`src/async_serial_pkg.sv`:
```
// Shared constants and types for the asynchronous serial transmitter/receiver.
// Assumes a single 200 MHz clock domain and an AHB-Lite register bus with
// one word per register index (byte address = index * 4).
package async_serial_pkg;

	////////////////////////////////////////////////////////////////////////////
	// Register indices (byte address is four times the index)
	localparam logic [7:0] IDX_INTERRUPT_CONTROL = 8'h0B;
	localparam logic [7:0] IDX_PERIPH_FLAGS      = 8'h0C;
	localparam logic [7:0] IDX_RECEIVE_STATUS    = 8'h18;
	localparam logic [7:0] IDX_TRANSMIT_BUFFER   = 8'h19;
	localparam logic [7:0] IDX_RECEIVE_BUFFER    = 8'h1A;
	localparam logic [7:0] IDX_PERIPH_ENABLE     = 8'h8C;
	localparam logic [7:0] IDX_TRANSMIT_STATUS   = 8'h98;
	localparam logic [7:0] IDX_BAUD_DIVISOR      = 8'h99;

	////////////////////////////////////////////////////////////////////////////
	// Field positions
	localparam int TXS_NINTH_BIT   = 0;
	localparam int TXS_SHIFT_EMPTY = 1;
	localparam int TXS_HIGH_SPEED  = 2;
	localparam int TXS_SYNC        = 4;
	localparam int TXS_ENABLE      = 5;
	localparam int TXS_NINE_SEL    = 6;
	localparam int RCS_NINTH_BIT   = 0;
	localparam int RCS_OVERRUN     = 1;
	localparam int RCS_FRAMING     = 2;
	localparam int RCS_CONT_RX     = 4;
	localparam int RCS_NINE_SEL    = 6;
	localparam int RCS_PORT_EN     = 7;
	localparam int FLG_TX_EMPTY    = 4;
	localparam int FLG_RX_AVAIL    = 5;

	////////////////////////////////////////////////////////////////////////////
	// Reset values and writable masks
	localparam logic [7:0] TXS_RESET   = 8'h02;
	localparam logic [7:0] REG8_RESET  = 8'h00;
	localparam logic [7:0] TXS_WR_MASK = 8'hF5;
	localparam logic [7:0] RCS_WR_MASK = 8'hF0;

	////////////////////////////////////////////////////////////////////////////
	// Timing counts: sixteen samples per bit, divide by four for the slow mode
	localparam logic [3:0] OS_LAST      = 4'hF;
	localparam logic [3:0] OS_MID       = 4'h7;
	localparam logic [1:0] SLOW_PRE_LAST = 2'h3;
	localparam logic [3:0] BITS_EIGHT   = 4'h8;
	localparam logic [3:0] BITS_NINE    = 4'h9;
	localparam logic [1:0] HTRANS_NONSEQ = 2'b10;

	////////////////////////////////////////////////////////////////////////////
	// Types
	typedef enum logic [1:0] {
		TX_IDLE  = 2'b00,
		TX_START = 2'b01,
		TX_DATA  = 2'b10,
		TX_STOP  = 2'b11
	} tx_state_t;

	typedef enum logic [1:0] {
		RX_IDLE  = 2'b00,
		RX_START = 2'b01,
		RX_DATA  = 2'b10,
		RX_STOP  = 2'b11
	} rx_state_t;

	typedef struct packed {
		logic       framing;
		logic       ninth;
		logic [7:0] data;
	} rx_entry_t;

endpackage

```
`src/async_serial_tx_rx.sv`:
```
// Asynchronous serial transmitter and receiver with AHB-Lite register access.
// Assumes one 200 MHz clock, synchronous active-high reset, and a remote
// asynchronous serial port on the pins; the receive pin is asynchronous.
//
// What this block does
// - Shift register reloads from the buffer only after the stop bit, then at once.
// - Buffer-to-shifter move takes one cycle, then buffer-empty flag bit 4 sets.
// - Buffer-empty flag ignores its enable, software cannot clear it; buffer write clears.
// - Read-only shifter-empty status, transmit control bit 1, no interrupt.
// - Setting transmit enable sets buffer-empty flag; loading buffer clears it.
// - Transmit enable is bit 5; shifting needs buffered data and a baud tick.
// - Buffer written before enable still transmits; empty shifter frees buffer at once.
// - Clearing transmit enable aborts, resets transmitter, releases the pin.
// - With nine-bit select bit 6, bit 0 is sent as ninth bit at transfer.
// - Receive recovery oversamples at sixteen times the bit rate.
// - Reception enabled by continuous-receive bit 4 in async mode.
// - After stop bit, move received byte to FIFO if room; set data-available bit 5.
// - Data-available flag is read-only, clears when FIFO read empty; enable gates request.
// - Receive buffer is a two-entry FIFO; a third byte may shift in meanwhile.
// - FIFO full at next stop bit sets overrun bit 1 and drops the byte.
// - Overrun blocks all FIFO writes; cleared only by toggling receive enable.
// - Framing error bit 2 sets when the stop bit samples as zero.
// - Framing error and ninth bit travel with their byte through the FIFO.
// - Frame is start, eight or nine data bits LSB first, one stop; no parity.
// - Baud generator runs at sixteen or sixty-four times bit rate, select bit 2.
// - Asynchronous operation when synchronous select bit 4 is clear.
// - Transmitter and receiver independent, sharing mode and baud setting; each has its own nine-bit select.
//
// The AHB-Lite slave port was left to the implementer.
module async_serial_tx_rx #(
	parameter int RX_FIFO_DEPTH = 2
) (
	// Clock and reset
	input  wire logic        ref_clk_in,
	input  wire logic        rst_in,
	// AHB-Lite slave
	input  wire logic        hsel_in,
	input  wire logic [31:0] haddr_in,
	input  wire logic [1:0]  htrans_in,
	input  wire logic        hwrite_in,
	input  wire logic [2:0]  hsize_in,
	input  wire logic        hready_in,
	input  wire logic [31:0] hwdata_in,
	output logic      [31:0] hrdata_out,
	output logic             hreadyout_out,
	output logic             hresp_out,
	// Serial pins
	input  wire logic        serial_in_pin_in,
	output logic             serial_out_pin_out,
	output logic             serial_out_pin_oe_out,
	// Gated peripheral request
	output logic             periph_request_out
);
	import async_serial_pkg::*;

	localparam int PTR_W = (RX_FIFO_DEPTH > 1) ? $clog2(RX_FIFO_DEPTH) : 1;
	localparam logic [PTR_W:0]   FIFO_FULL_CNT = (PTR_W + 1)'(RX_FIFO_DEPTH);
	localparam logic [PTR_W-1:0] PTR_LAST      = PTR_W'(RX_FIFO_DEPTH - 1);

	////////////////////////////////////////////////////////////////////////////
	// Register state
	logic [7:0]      intctl_q, pie_q, txs_q, rcs_q, divisor_q, txbuf_q;
	logic            txbuf_full_q, transmit_buffer_empty_flag_q;
	tx_state_t       tx_state_q;
	logic [8:0]      tx_sh_q;
	logic [3:0]      tx_cnt_q, tx_bits_q;
	logic            tx_line_q, tx_oe_q;
	logic [7:0]      brg_cnt_q;
	logic            brg_tick_q;
	logic [1:0]      pre_q;
	logic            sync1_q, sync2_q, sync3_q, rx_lvl_q, rx_prev_q;
	rx_state_t       rx_state_q;
	logic [3:0]      rx_cnt_q, rx_bits_q;
	logic [8:0]      rx_sh_q;
	rx_entry_t       fifo_mem [RX_FIFO_DEPTH];
	logic [PTR_W-1:0] wr_ptr_q, rd_ptr_q;
	logic [PTR_W:0]  fifo_cnt_q;
	logic            pend_q, pend_wr_q, pend_ok_q;
	logic [7:0]      pend_idx_q;
	logic [31:0]     hrdata_q;
	logic            hreadyout_q, req_q;

	////////////////////////////////////////////////////////////////////////////
	// Decode of control fields
	wire tx_en      = txs_q[TXS_ENABLE];
	wire tx_nine    = txs_q[TXS_NINE_SEL];
	wire high_speed = txs_q[TXS_HIGH_SPEED];
	wire async_mode = !txs_q[TXS_SYNC];
	wire port_en    = rcs_q[RCS_PORT_EN];
	wire rx_nine    = rcs_q[RCS_NINE_SEL];
	wire rx_en      = rcs_q[RCS_CONT_RX] && async_mode && port_en;
	wire overrun    = rcs_q[RCS_OVERRUN];

	////////////////////////////////////////////////////////////////////////////
	// Bus decode: a transfer is accepted in its address phase, acted on in the
	// next cycle with one wait state, so a read right after a write sees it
	wire        accept   = hsel_in && (htrans_in == HTRANS_NONSEQ) && hready_in && hreadyout_q;
	wire        in_range = (haddr_in[31:10] == 22'h0);
	wire        wr_go    = pend_q && pend_wr_q && pend_ok_q;
	wire        rd_go    = pend_q && !pend_wr_q && pend_ok_q;
	wire        wr_txs   = wr_go && (pend_idx_q == IDX_TRANSMIT_STATUS);
	wire        wr_rcs   = wr_go && (pend_idx_q == IDX_RECEIVE_STATUS);
	wire        wr_txbuf = wr_go && (pend_idx_q == IDX_TRANSMIT_BUFFER);
	wire [7:0]  wdata    = hwdata_in[7:0];
	wire [7:0]  txs_new  = (txs_q & ~TXS_WR_MASK) | (wdata & TXS_WR_MASK);
	wire [7:0]  rcs_new  = (rcs_q & ~RCS_WR_MASK) | (wdata & RCS_WR_MASK);
	wire        tx_en_rise = wr_txs && !tx_en && txs_new[TXS_ENABLE];

	////////////////////////////////////////////////////////////////////////////
	// Baud generator: tick every divisor+1 clocks, prescale by four in slow mode
	wire brg_run     = (tx_en || rx_en) && port_en;
	wire sample_tick = brg_tick_q && (high_speed || (pre_q == SLOW_PRE_LAST));

	always_ff @(posedge ref_clk_in)
	begin
		if (rst_in || !brg_run)
		begin
			brg_cnt_q  <= 8'h00;
			brg_tick_q <= 1'b0;
			pre_q      <= 2'h0;
		end
		else
		begin
			brg_tick_q <= (brg_cnt_q == divisor_q);
			brg_cnt_q  <= (brg_cnt_q == divisor_q) ? 8'h00 : brg_cnt_q + 8'h01;
			if (brg_tick_q)
				pre_q <= pre_q + 2'h1;
		end
	end

	////////////////////////////////////////////////////////////////////////////
	// Transmitter: buffer, shifter and framing
	wire       tx_load    = tx_en && port_en && txbuf_full_q && (tx_state_q == TX_IDLE);
	wire       tx_bit_end = sample_tick && (tx_cnt_q == OS_LAST);
	wire [3:0] tx_nbits   = tx_nine ? BITS_NINE : BITS_EIGHT;
	wire       tx_empty   = (tx_state_q == TX_IDLE);

	// Buffer and its empty flag; a write that lands with a load refills it
	always_ff @(posedge ref_clk_in)
	begin
		if (rst_in)
		begin
			txbuf_q      <= REG8_RESET;
			txbuf_full_q <= 1'b0;
			transmit_buffer_empty_flag_q       <= 1'b0;
		end
		else
		begin
			if (wr_txbuf)
				txbuf_q <= wdata;
			txbuf_full_q <= wr_txbuf || (txbuf_full_q && !tx_load);
			if (wr_txbuf)
				transmit_buffer_empty_flag_q <= 1'b0;
			else if (tx_load || tx_en_rise)
				transmit_buffer_empty_flag_q <= 1'b1;
		end
	end

	// Shifter; clearing the enable drops any character in flight
	always_ff @(posedge ref_clk_in)
	begin
		if (rst_in || !tx_en || !port_en)
		begin
			tx_state_q <= TX_IDLE;
			tx_sh_q    <= 9'h1FF;
			tx_cnt_q   <= 4'h0;
			tx_bits_q  <= 4'h0;
		end
		else
		begin
			if (tx_state_q != TX_IDLE && sample_tick)
				tx_cnt_q <= tx_cnt_q + 4'h1;
			case (tx_state_q)
				TX_IDLE:
				begin
					if (tx_load)
					begin
						tx_sh_q    <= {tx_nine ? txs_q[TXS_NINTH_BIT] : 1'b1, txbuf_q};
						tx_state_q <= TX_START;
						tx_cnt_q   <= 4'h0;
						tx_bits_q  <= 4'h0;
					end
				end
				TX_START:
					if (tx_bit_end)
						tx_state_q <= TX_DATA;
				TX_DATA:
					if (tx_bit_end)
					begin
						tx_sh_q   <= {1'b1, tx_sh_q[8:1]};
						tx_bits_q <= tx_bits_q + 4'h1;
						if (tx_bits_q == tx_nbits - 4'h1)
							tx_state_q <= TX_STOP;
					end
				TX_STOP:
					if (tx_bit_end)
						tx_state_q <= TX_IDLE;
				default:
					tx_state_q <= TX_IDLE;
			endcase
		end
	end

	// Pin drive: low start bit, data LSB first, high stop and idle
	always_ff @(posedge ref_clk_in)
	begin
		if (rst_in)
		begin
			tx_line_q <= 1'b1;
			tx_oe_q   <= 1'b0;
		end
		else
		begin
			tx_oe_q   <= tx_en && port_en && async_mode;
			tx_line_q <= (tx_state_q == TX_START) ? 1'b0 :
			             (tx_state_q == TX_DATA)  ? tx_sh_q[0] : 1'b1;
		end
	end

	////////////////////////////////////////////////////////////////////////////
	// Receive pin synchroniser; a level counts once the second and third agree
	always_ff @(posedge ref_clk_in)
	begin
		if (rst_in)
		begin
			sync1_q   <= 1'b1;
			sync2_q   <= 1'b1;
			sync3_q   <= 1'b1;
			rx_lvl_q  <= 1'b1;
			rx_prev_q <= 1'b1;
		end
		else
		begin
			sync1_q   <= serial_in_pin_in;
			sync2_q   <= sync1_q;
			sync3_q   <= sync2_q;
			if (sync2_q == sync3_q)
				rx_lvl_q <= sync3_q;
			rx_prev_q <= rx_lvl_q;
		end
	end

	////////////////////////////////////////////////////////////////////////////
	// Receiver: start search, centre sampling, stop check
	wire       rx_fall    = rx_prev_q && !rx_lvl_q;
	wire [3:0] rx_nbits   = rx_nine ? BITS_NINE : BITS_EIGHT;
	wire       rx_done    = (rx_state_q == RX_STOP) && sample_tick && (rx_cnt_q == OS_LAST);
	wire       fifo_full  = (fifo_cnt_q == FIFO_FULL_CNT);
	wire       fifo_push  = rx_done && !fifo_full && !overrun;
	wire       set_ovr    = rx_done && fifo_full && !overrun;
	wire       pop_rd     = rd_go && (pend_idx_q == IDX_RECEIVE_BUFFER);
	wire       fifo_pop   = pop_rd && (fifo_cnt_q != '0);
	wire [8:0] rx_word    = rx_nine ? rx_sh_q : {1'b0, rx_sh_q[8:1]};
	wire       receive_data_available_flag       = (fifo_cnt_q != '0);
	rx_entry_t head;
	assign head = fifo_mem[rd_ptr_q];

	// Runs from its own enable only, so transmit activity never disturbs it
	always_ff @(posedge ref_clk_in)
	begin
		if (rst_in || !rx_en)
		begin
			rx_state_q <= RX_IDLE;
			rx_cnt_q   <= 4'h0;
			rx_bits_q  <= 4'h0;
			rx_sh_q    <= 9'h000;
		end
		else
		begin
			if (rx_state_q != RX_IDLE && sample_tick)
				rx_cnt_q <= rx_cnt_q + 4'h1;
			case (rx_state_q)
				RX_IDLE:
					if (rx_fall)
					begin
						rx_state_q <= RX_START;
						rx_cnt_q   <= 4'h0;
						rx_bits_q  <= 4'h0;
					end
				RX_START:
					if (sample_tick && rx_cnt_q == OS_MID)
					begin
						rx_cnt_q   <= 4'h0;                      // Restart so samples land mid-bit
						rx_state_q <= rx_lvl_q ? RX_IDLE : RX_DATA;
					end
				RX_DATA:
					if (sample_tick && rx_cnt_q == OS_LAST)
					begin
						rx_sh_q   <= {rx_lvl_q, rx_sh_q[8:1]};
						rx_bits_q <= rx_bits_q + 4'h1;
						if (rx_bits_q == rx_nbits - 4'h1)
							rx_state_q <= RX_STOP;
					end
				RX_STOP:
					if (rx_done)
						rx_state_q <= RX_IDLE;
				default:
					rx_state_q <= RX_IDLE;
			endcase
		end
	end

	// Two-entry FIFO carries status with each byte; contents survive an enable toggle
	always_ff @(posedge ref_clk_in)
	begin
		if (rst_in)
		begin
			wr_ptr_q   <= '0;
			rd_ptr_q   <= '0;
			fifo_cnt_q <= '0;
		end
		else
		begin
			if (fifo_push)
			begin
				fifo_mem[wr_ptr_q] <= '{framing: !rx_lvl_q, ninth: rx_word[8], data: rx_word[7:0]};
				wr_ptr_q <= (wr_ptr_q == PTR_LAST) ? '0 : wr_ptr_q + 1'b1;
			end
			if (fifo_pop)
				rd_ptr_q <= (rd_ptr_q == PTR_LAST) ? '0 : rd_ptr_q + 1'b1;
			if (fifo_push && !fifo_pop)
				fifo_cnt_q <= fifo_cnt_q + 1'b1;
			else if (fifo_pop && !fifo_push)
				fifo_cnt_q <= fifo_cnt_q - 1'b1;
		end
	end

	////////////////////////////////////////////////////////////////////////////
	// Register read mux
	function automatic logic [7:0] read_mux(input logic [7:0] idx);
		case (idx)
			IDX_INTERRUPT_CONTROL: read_mux = intctl_q;
			IDX_PERIPH_FLAGS:      read_mux = {2'b00, receive_data_available_flag, transmit_buffer_empty_flag_q, 4'h0};
			IDX_RECEIVE_STATUS:    read_mux = {rcs_q[7:3], head.framing, overrun, head.ninth};
			IDX_TRANSMIT_BUFFER:   read_mux = txbuf_q;
			IDX_RECEIVE_BUFFER:    read_mux = head.data;
			IDX_PERIPH_ENABLE:     read_mux = pie_q;
			IDX_TRANSMIT_STATUS:   read_mux = {txs_q[7:2], tx_empty, txs_q[0]};
			IDX_BAUD_DIVISOR:      read_mux = divisor_q;
			default:               read_mux = 8'h00;
		endcase
	endfunction

	////////////////////////////////////////////////////////////////////////////
	// Bus slave: phase tracking, read data and one wait state per transfer
	always_ff @(posedge ref_clk_in)
	begin
		if (rst_in)
		begin
			pend_q      <= 1'b0;
			pend_wr_q   <= 1'b0;
			pend_ok_q   <= 1'b0;
			pend_idx_q  <= 8'h00;
			hrdata_q    <= 32'h0000_0000;
			hreadyout_q <= 1'b1;
		end
		else
		begin
			pend_q      <= accept;
			hreadyout_q <= !accept;
			if (accept)
			begin
				pend_wr_q  <= hwrite_in;
				pend_ok_q  <= in_range;
				pend_idx_q <= haddr_in[9:2];
			end
			if (pend_q)
				hrdata_q <= rd_go ? {24'h00_0000, read_mux(pend_idx_q)} : 32'h0000_0000;
		end
	end

	// Software-written registers; the overrun bit is hardware-set only
	always_ff @(posedge ref_clk_in)
	begin
		if (rst_in)
		begin
			intctl_q  <= REG8_RESET;
			pie_q     <= REG8_RESET;
			txs_q     <= TXS_RESET;
			rcs_q     <= REG8_RESET;
			divisor_q <= REG8_RESET;
		end
		else
		begin
			if (wr_go && pend_idx_q == IDX_INTERRUPT_CONTROL)
				intctl_q <= wdata;
			if (wr_go && pend_idx_q == IDX_PERIPH_ENABLE)
				pie_q <= wdata;
			if (wr_go && pend_idx_q == IDX_BAUD_DIVISOR)
				divisor_q <= wdata;
			if (wr_txs)
				txs_q <= txs_new;
			if (wr_rcs)
				rcs_q[7:4] <= rcs_new[7:4];
			if (!rx_en)
				rcs_q[RCS_OVERRUN] <= 1'b0;
			else if (set_ovr)
				rcs_q[RCS_OVERRUN] <= 1'b1;
		end
	end

	// Combined request: each flag gated by its own enable bit
	always_ff @(posedge ref_clk_in)
	begin
		if (rst_in)
			req_q <= 1'b0;
		else
			req_q <= (transmit_buffer_empty_flag_q && pie_q[FLG_TX_EMPTY]) || (receive_data_available_flag && pie_q[FLG_RX_AVAIL]);
	end

	assign hrdata_out            = hrdata_q;
	assign hreadyout_out         = hreadyout_q;
	assign hresp_out             = 1'b0;
	assign serial_out_pin_out    = tx_line_q;
	assign serial_out_pin_oe_out = tx_oe_q;
	assign periph_request_out    = req_q;
endmodule

```
`config.mk`:
```
export PLATFORM = sky130hd
export DESIGN_NAME = async_serial_tx_rx
export DESIGN_NICKNAME = d
export VERILOG_FILES = /design/src/async_serial_pkg.sv /design/src/async_serial_tx_rx.sv
export SDC_FILE = /design/constraint.sdc
export NUM_CORES = 1
export LEC_CHECK = 0
export ABC_AREA = 1
export BUFFER_PORTS_ARGS = -buffer_cell sky130_fd_sc_hd__buf_2
export CORE_MARGIN = 8
export CORE_UTILIZATION = 57
export CTS_CLUSTER_DIAMETER = 100
export DETAILED_ROUTE_END_ITERATION = 8
export PLACE_DENSITY = 0.84
export SLEW_MARGIN = 20
export SYNTH_ARGS = -nofsm -noshare
export SYNTH_HDL_FRONTEND = slang
export SYNTH_SLANG_ARGS = --single-unit
export TNS_END_PERCENT = 30
```
`constraint.sdc`:
```
create_clock -name ref_clk_in -period 2.74 [get_ports ref_clk_in]
set_input_delay 0.548 -clock ref_clk_in [delete_from_list [all_inputs] [get_ports ref_clk_in]]
set_output_delay 0.548 -clock ref_clk_in [all_outputs]
set_load 0.005 [all_outputs]
```
==> out/results.tsv <==
stage	metric	value	unit
outcome	status	complete, no violations	
logic_synthesis	synth-simple-area-share	0.254	
logic_synthesis	synth_warnings	0	
placed_design	portBuffers	57	
clock_tree	clockBufferDepth	2	
placed_design	dp_cells	1092	
clock_tree	ctsHoldBuffers	0	
layout	register_area	0.00314	sq mm
logic_synthesis	ys_ff_latch	147	
timing	fin_crit_sh	0.764	
setup_path	crit_arrival	2.40	ns
layout	num-fill-cells	1000	
layout	final_util	0.648	
setup_path	path_class	register to register	
timing	fin_crit	2.09	ns
layout	antenna_cells	0	
logic_synthesis	synthMuxAreaShare	0	
timing	fin_worst_skew	0.00474	ns
clock_tree	htree_num_levels	4	
logic_synthesis	synth_compound_area_frac	0.137	
logic_synthesis	synthAdderAreaFrac	0.0201	
timing	fin_setup_tns	0	ns
layout	synthToLayoutAreaGrowth	12.4	%
clock_tree	clk_pin_slew	0.06	ns
global_routing	globalRouteOverflowTotal	0	
floorplanning	dieArea	0.0158	sq mm
setup_path	slowest_stage	dfxtp_1	
setup_path	cp.depth	11	
timing	setup_viol	0	
timing	relSlewSlack	0.555	
clock_tree	cts_tree	done	
pwr	vdd_drop_max	0.000430	V
clock_tree	cts_num_sinks	147	
timing	final_max_slew_viol_count	0	
detailed_routing	drt-initial-drc-count	527	
timing	hold_viol	0	
setup_path	startpoint_type	register	
setup_path	crit_family	simple AND/OR/NAND/NOR gates	
setup_path	worstPathMaxFanout	9	
timing	max_slew.worst_pin.slew	0.668	ns
floorplanning	dieWidth	126	um
logic_synthesis	ys_seq_area_frac	0.460	
setup_path	cp-startpoint	pend_idx_q[3]	
global_routing	antenna_found_initial	0	
layout	nNetsFinal	1050	
pwr	power_leakage	0.00314	uW
global_routing	grt_pass1_wl	27.1	mm
pwr	power_density	603	mW/mm^2
placed_design	gp_congestion	0.923	
floorplanning	ios	112	
floorplanning	die_y	126	um
hold_path	worst_hold_path_type	input pin to register	
layout	drive_above_1_share	0.123	
logic_synthesis	synth_top_family_by_area	simple AND/OR/NAND/NOR gates	
setup_path	timing.rr.end	fifo_cnt_q[1]	
setup_path	cp-endpoint	fifo_cnt_q[1]	
setup_path	required	3.04	ns
layout	final_area	0.00769	sq mm
global_routing	grt_pass1_vias	5785	
logic_synthesis	syn_inst	912	
setup_path	worst-path-buf-inv	2	
timing	fmax	0.478	GHz
floorplanning	start_util	0.577	
detailed_routing	vias	6139	
pwr	finalPower	4640	uW
setup_path	r2r_slack	0.65	ns
global_routing	grtUsageTotal	0.211	
setup_path	worst_setup_path_end_kind	register	
detailed_routing	drt-vias-per-instance	5.46	
detailed_routing	postRouteWirelength	16.4	mm
logic_synthesis	syn_area	0.00684	sq mm
placed_design	hpwl	11.5	mm
placed_design	placed_area	0.00712	sq mm
detailed_routing	drt_first_pass_iters	6	
detailed_routing	route.detailed.drc	0	
logic_synthesis	synthXorXnorAreaFrac	0.0179	
timing	rsz0062_at_grt	false	
clock_tree	postCtsSetupBuffers	0	
setup_path	path_cells	nand2_4 -> nor2_2 -> buf_4 -> nand2_1 -> nor3_2 -> inv_1 -> ha_1 -> a21oi_1 -> o21ai_0 -> o21ai_0 -> a21oi_1	
global_routing	grt_max_degree	30	
detailed_routing	antenna_left	0	
floorplanning	fp-row-count	40	
setup_path	critPathMaxStageDelay	0.41	ns
clock_tree	cts_buffers	17	
setup_path	r2r_start	pend_idx_q[3]	
setup_path	worstRegToRegCells	11	
layout	multiInputGateArea	0.00302	sq mm
clock_tree	root_buffer	clkbuf_16	
clock_tree	clk_latency	0.42	ns
layout	final_cells	1124	
flow_run	drv_cap	0	
clock_tree	cts_resized	0	
detailed_routing	routedWlPerCell	14.6	um
logic_synthesis	avgSynthCellArea	7.50	sq um
floorplanning	core-area	0.0119	sq mm
logic_synthesis	synth_cell_type_count	35	
-- registers in the layout, summed over array words and instances, names as in the netlist, 4 cells and up, named ones only --
| signal | cells |
|---|---|
| rcs_q | 5 |
| tx_sh_q | 9 |
| brg_cnt_q | 8 |
| txbuf_q | 8 |
| tx_bits_q | 4 |
| rx_sh_q | 9 |
| fifo_mem | 20 |
| intctl_q | 8 |
| pend_idx_q | 8 |
| pie_q | 8 |
| hrdata_out | 8 |
| rx_bits_q | 4 |
| rx_cnt_q | 4 |
| tx_cnt_q | 4 |
| divisor_q | 8 |
| txs_q | 6 |
-- metal layers --
metal / up-vias / wire [um] / global-route usage
met5: - / 0 / 0
met4: 0 / 482 / 0.107
met3: 46 / 1210 / 0.0523
met2: 241 / 8150 / 0.354
met1: 2823 / 6610 / 0.245
li1: 3029 / - / -
-- cell type report --
| class | instances | area share |
|---|---|---|
| sequential | 147 | 0.409 |
| multi-input combinational | 621 | 0.393 |
| clock buffer | 20 | 0.0596 |
| inverter | 111 | 0.0542 |
| timing repair buffer | 66 | 0.0459 |
| tap | 147 | 0.0239 |
| clock inverter | 12 | 0.0146 |
-- how the worst min path moves through the flow --
stage / start / endpoint / slack (ns) / cells after the start
2_1_floorplan: sync1_q / sync2_q / 0.39 / 1
3_3_place_gp: sync1_q / sync2_q / 0.40 / 1
3_5_place_dp: sync1_q / sync2_q / 0.40 / 1
4_1_cts: serial_in_pin_in / sync1_q / 0.30 / 2
5_1_grt: serial_in_pin_in / sync1_q / 0.32 / 2
6_report: serial_in_pin_in / sync1_q / 0.31 / 2
-- cells in the final DEF, fill, tap and decap left out, drive strengths merged --
| cell type | synthesis | routed |
|---|---|---|
| nand2 | 177 | 177 |
| dfxtp | 127 | 127 |
| inv | 111 | 111 |
| o21ai | 103 | 103 |
| nand3 | 89 | 89 |
| nor2 | 85 | 85 |
| a21oi | 79 | 79 |
| buf | 45 | 66 |
| conb | 1 | 25 |
| edfxtp | 20 | 20 |
| clkbuf | 12 | 20 |
| nor3 | 13 | 13 |
| ha | 11 | 11 |
| nand4 | 10 | 10 |
| xnor2 | 8 | 8 |
| clkinv | 0 | 8 |
| xor2 | 6 | 6 |
| nor4 | 5 | 5 |
| or2 | 5 | 5 |
| bufinv | 0 | 2 |
| clkinvlp | 0 | 2 |
| nand3b | 1 | 1 |
| a22o | 1 | 1 |
| o31ai | 1 | 1 |
| nor3b | 1 | 1 |
| a211oi | 1 | 1 |
-- synth_stat cells (all sizes together) --
master / number / area share
a211oi: 1 / 0.0011
a21oi: 79 / 0.058
a22o: 1 / 0.0013
buf: 45 / 0.044
clkbuf: 12 / 0.0066
conb: 1 / 0.00055
dfxtp: 127 / 0.37
edfxtp: 20 / 0.088
ha: 11 / 0.020
inv: 111 / 0.061
nand2: 177 / 0.099
nand3: 89 / 0.068
nand3b: 1 / 0.0011
nand4: 10 / 0.0091
nor2: 85 / 0.055
nor3: 13 / 0.010
nor3b: 1 / 0.0011
nor4: 5 / 0.0046
o21ai: 103 / 0.075
o31ai: 1 / 0.0011
or2: 5 / 0.0046
xnor2: 8 / 0.010
xor2: 6 / 0.0077
-- cell families after synthesis --
group / count (synthesis)
compound gates: 185
xor+xnor: 14
fa+ha+maj: 11
buf+inv: 168
flops: 147
other cells: 1
simple gates: 386
-- stage by stage --
stage / setup slack (ns) / hold slack, ns
2_1_floorplan: 0.652 / 0.389
5_1_grt: 0.393 / 0.319
3_5_place_dp: 0.683 / 0.400
6_report: 0.647 / 0.310
4_1_cts: 0.663 / 0.300
3_3_place_gp: 0.692 / 0.397
-- report_power, final --
| part | switching (uW) | internal, uW | total, uW |
|---|---|---|---|
| combinational | 123 | 53.9 | 177 |
| clock | 883 | 1380 | 2260 |
| sequential | 8.91 | 2190 | 2200 |
| total | 1020 | 3620 | 4640 |
Note: power is estimated with default switching activity, not from simulation.
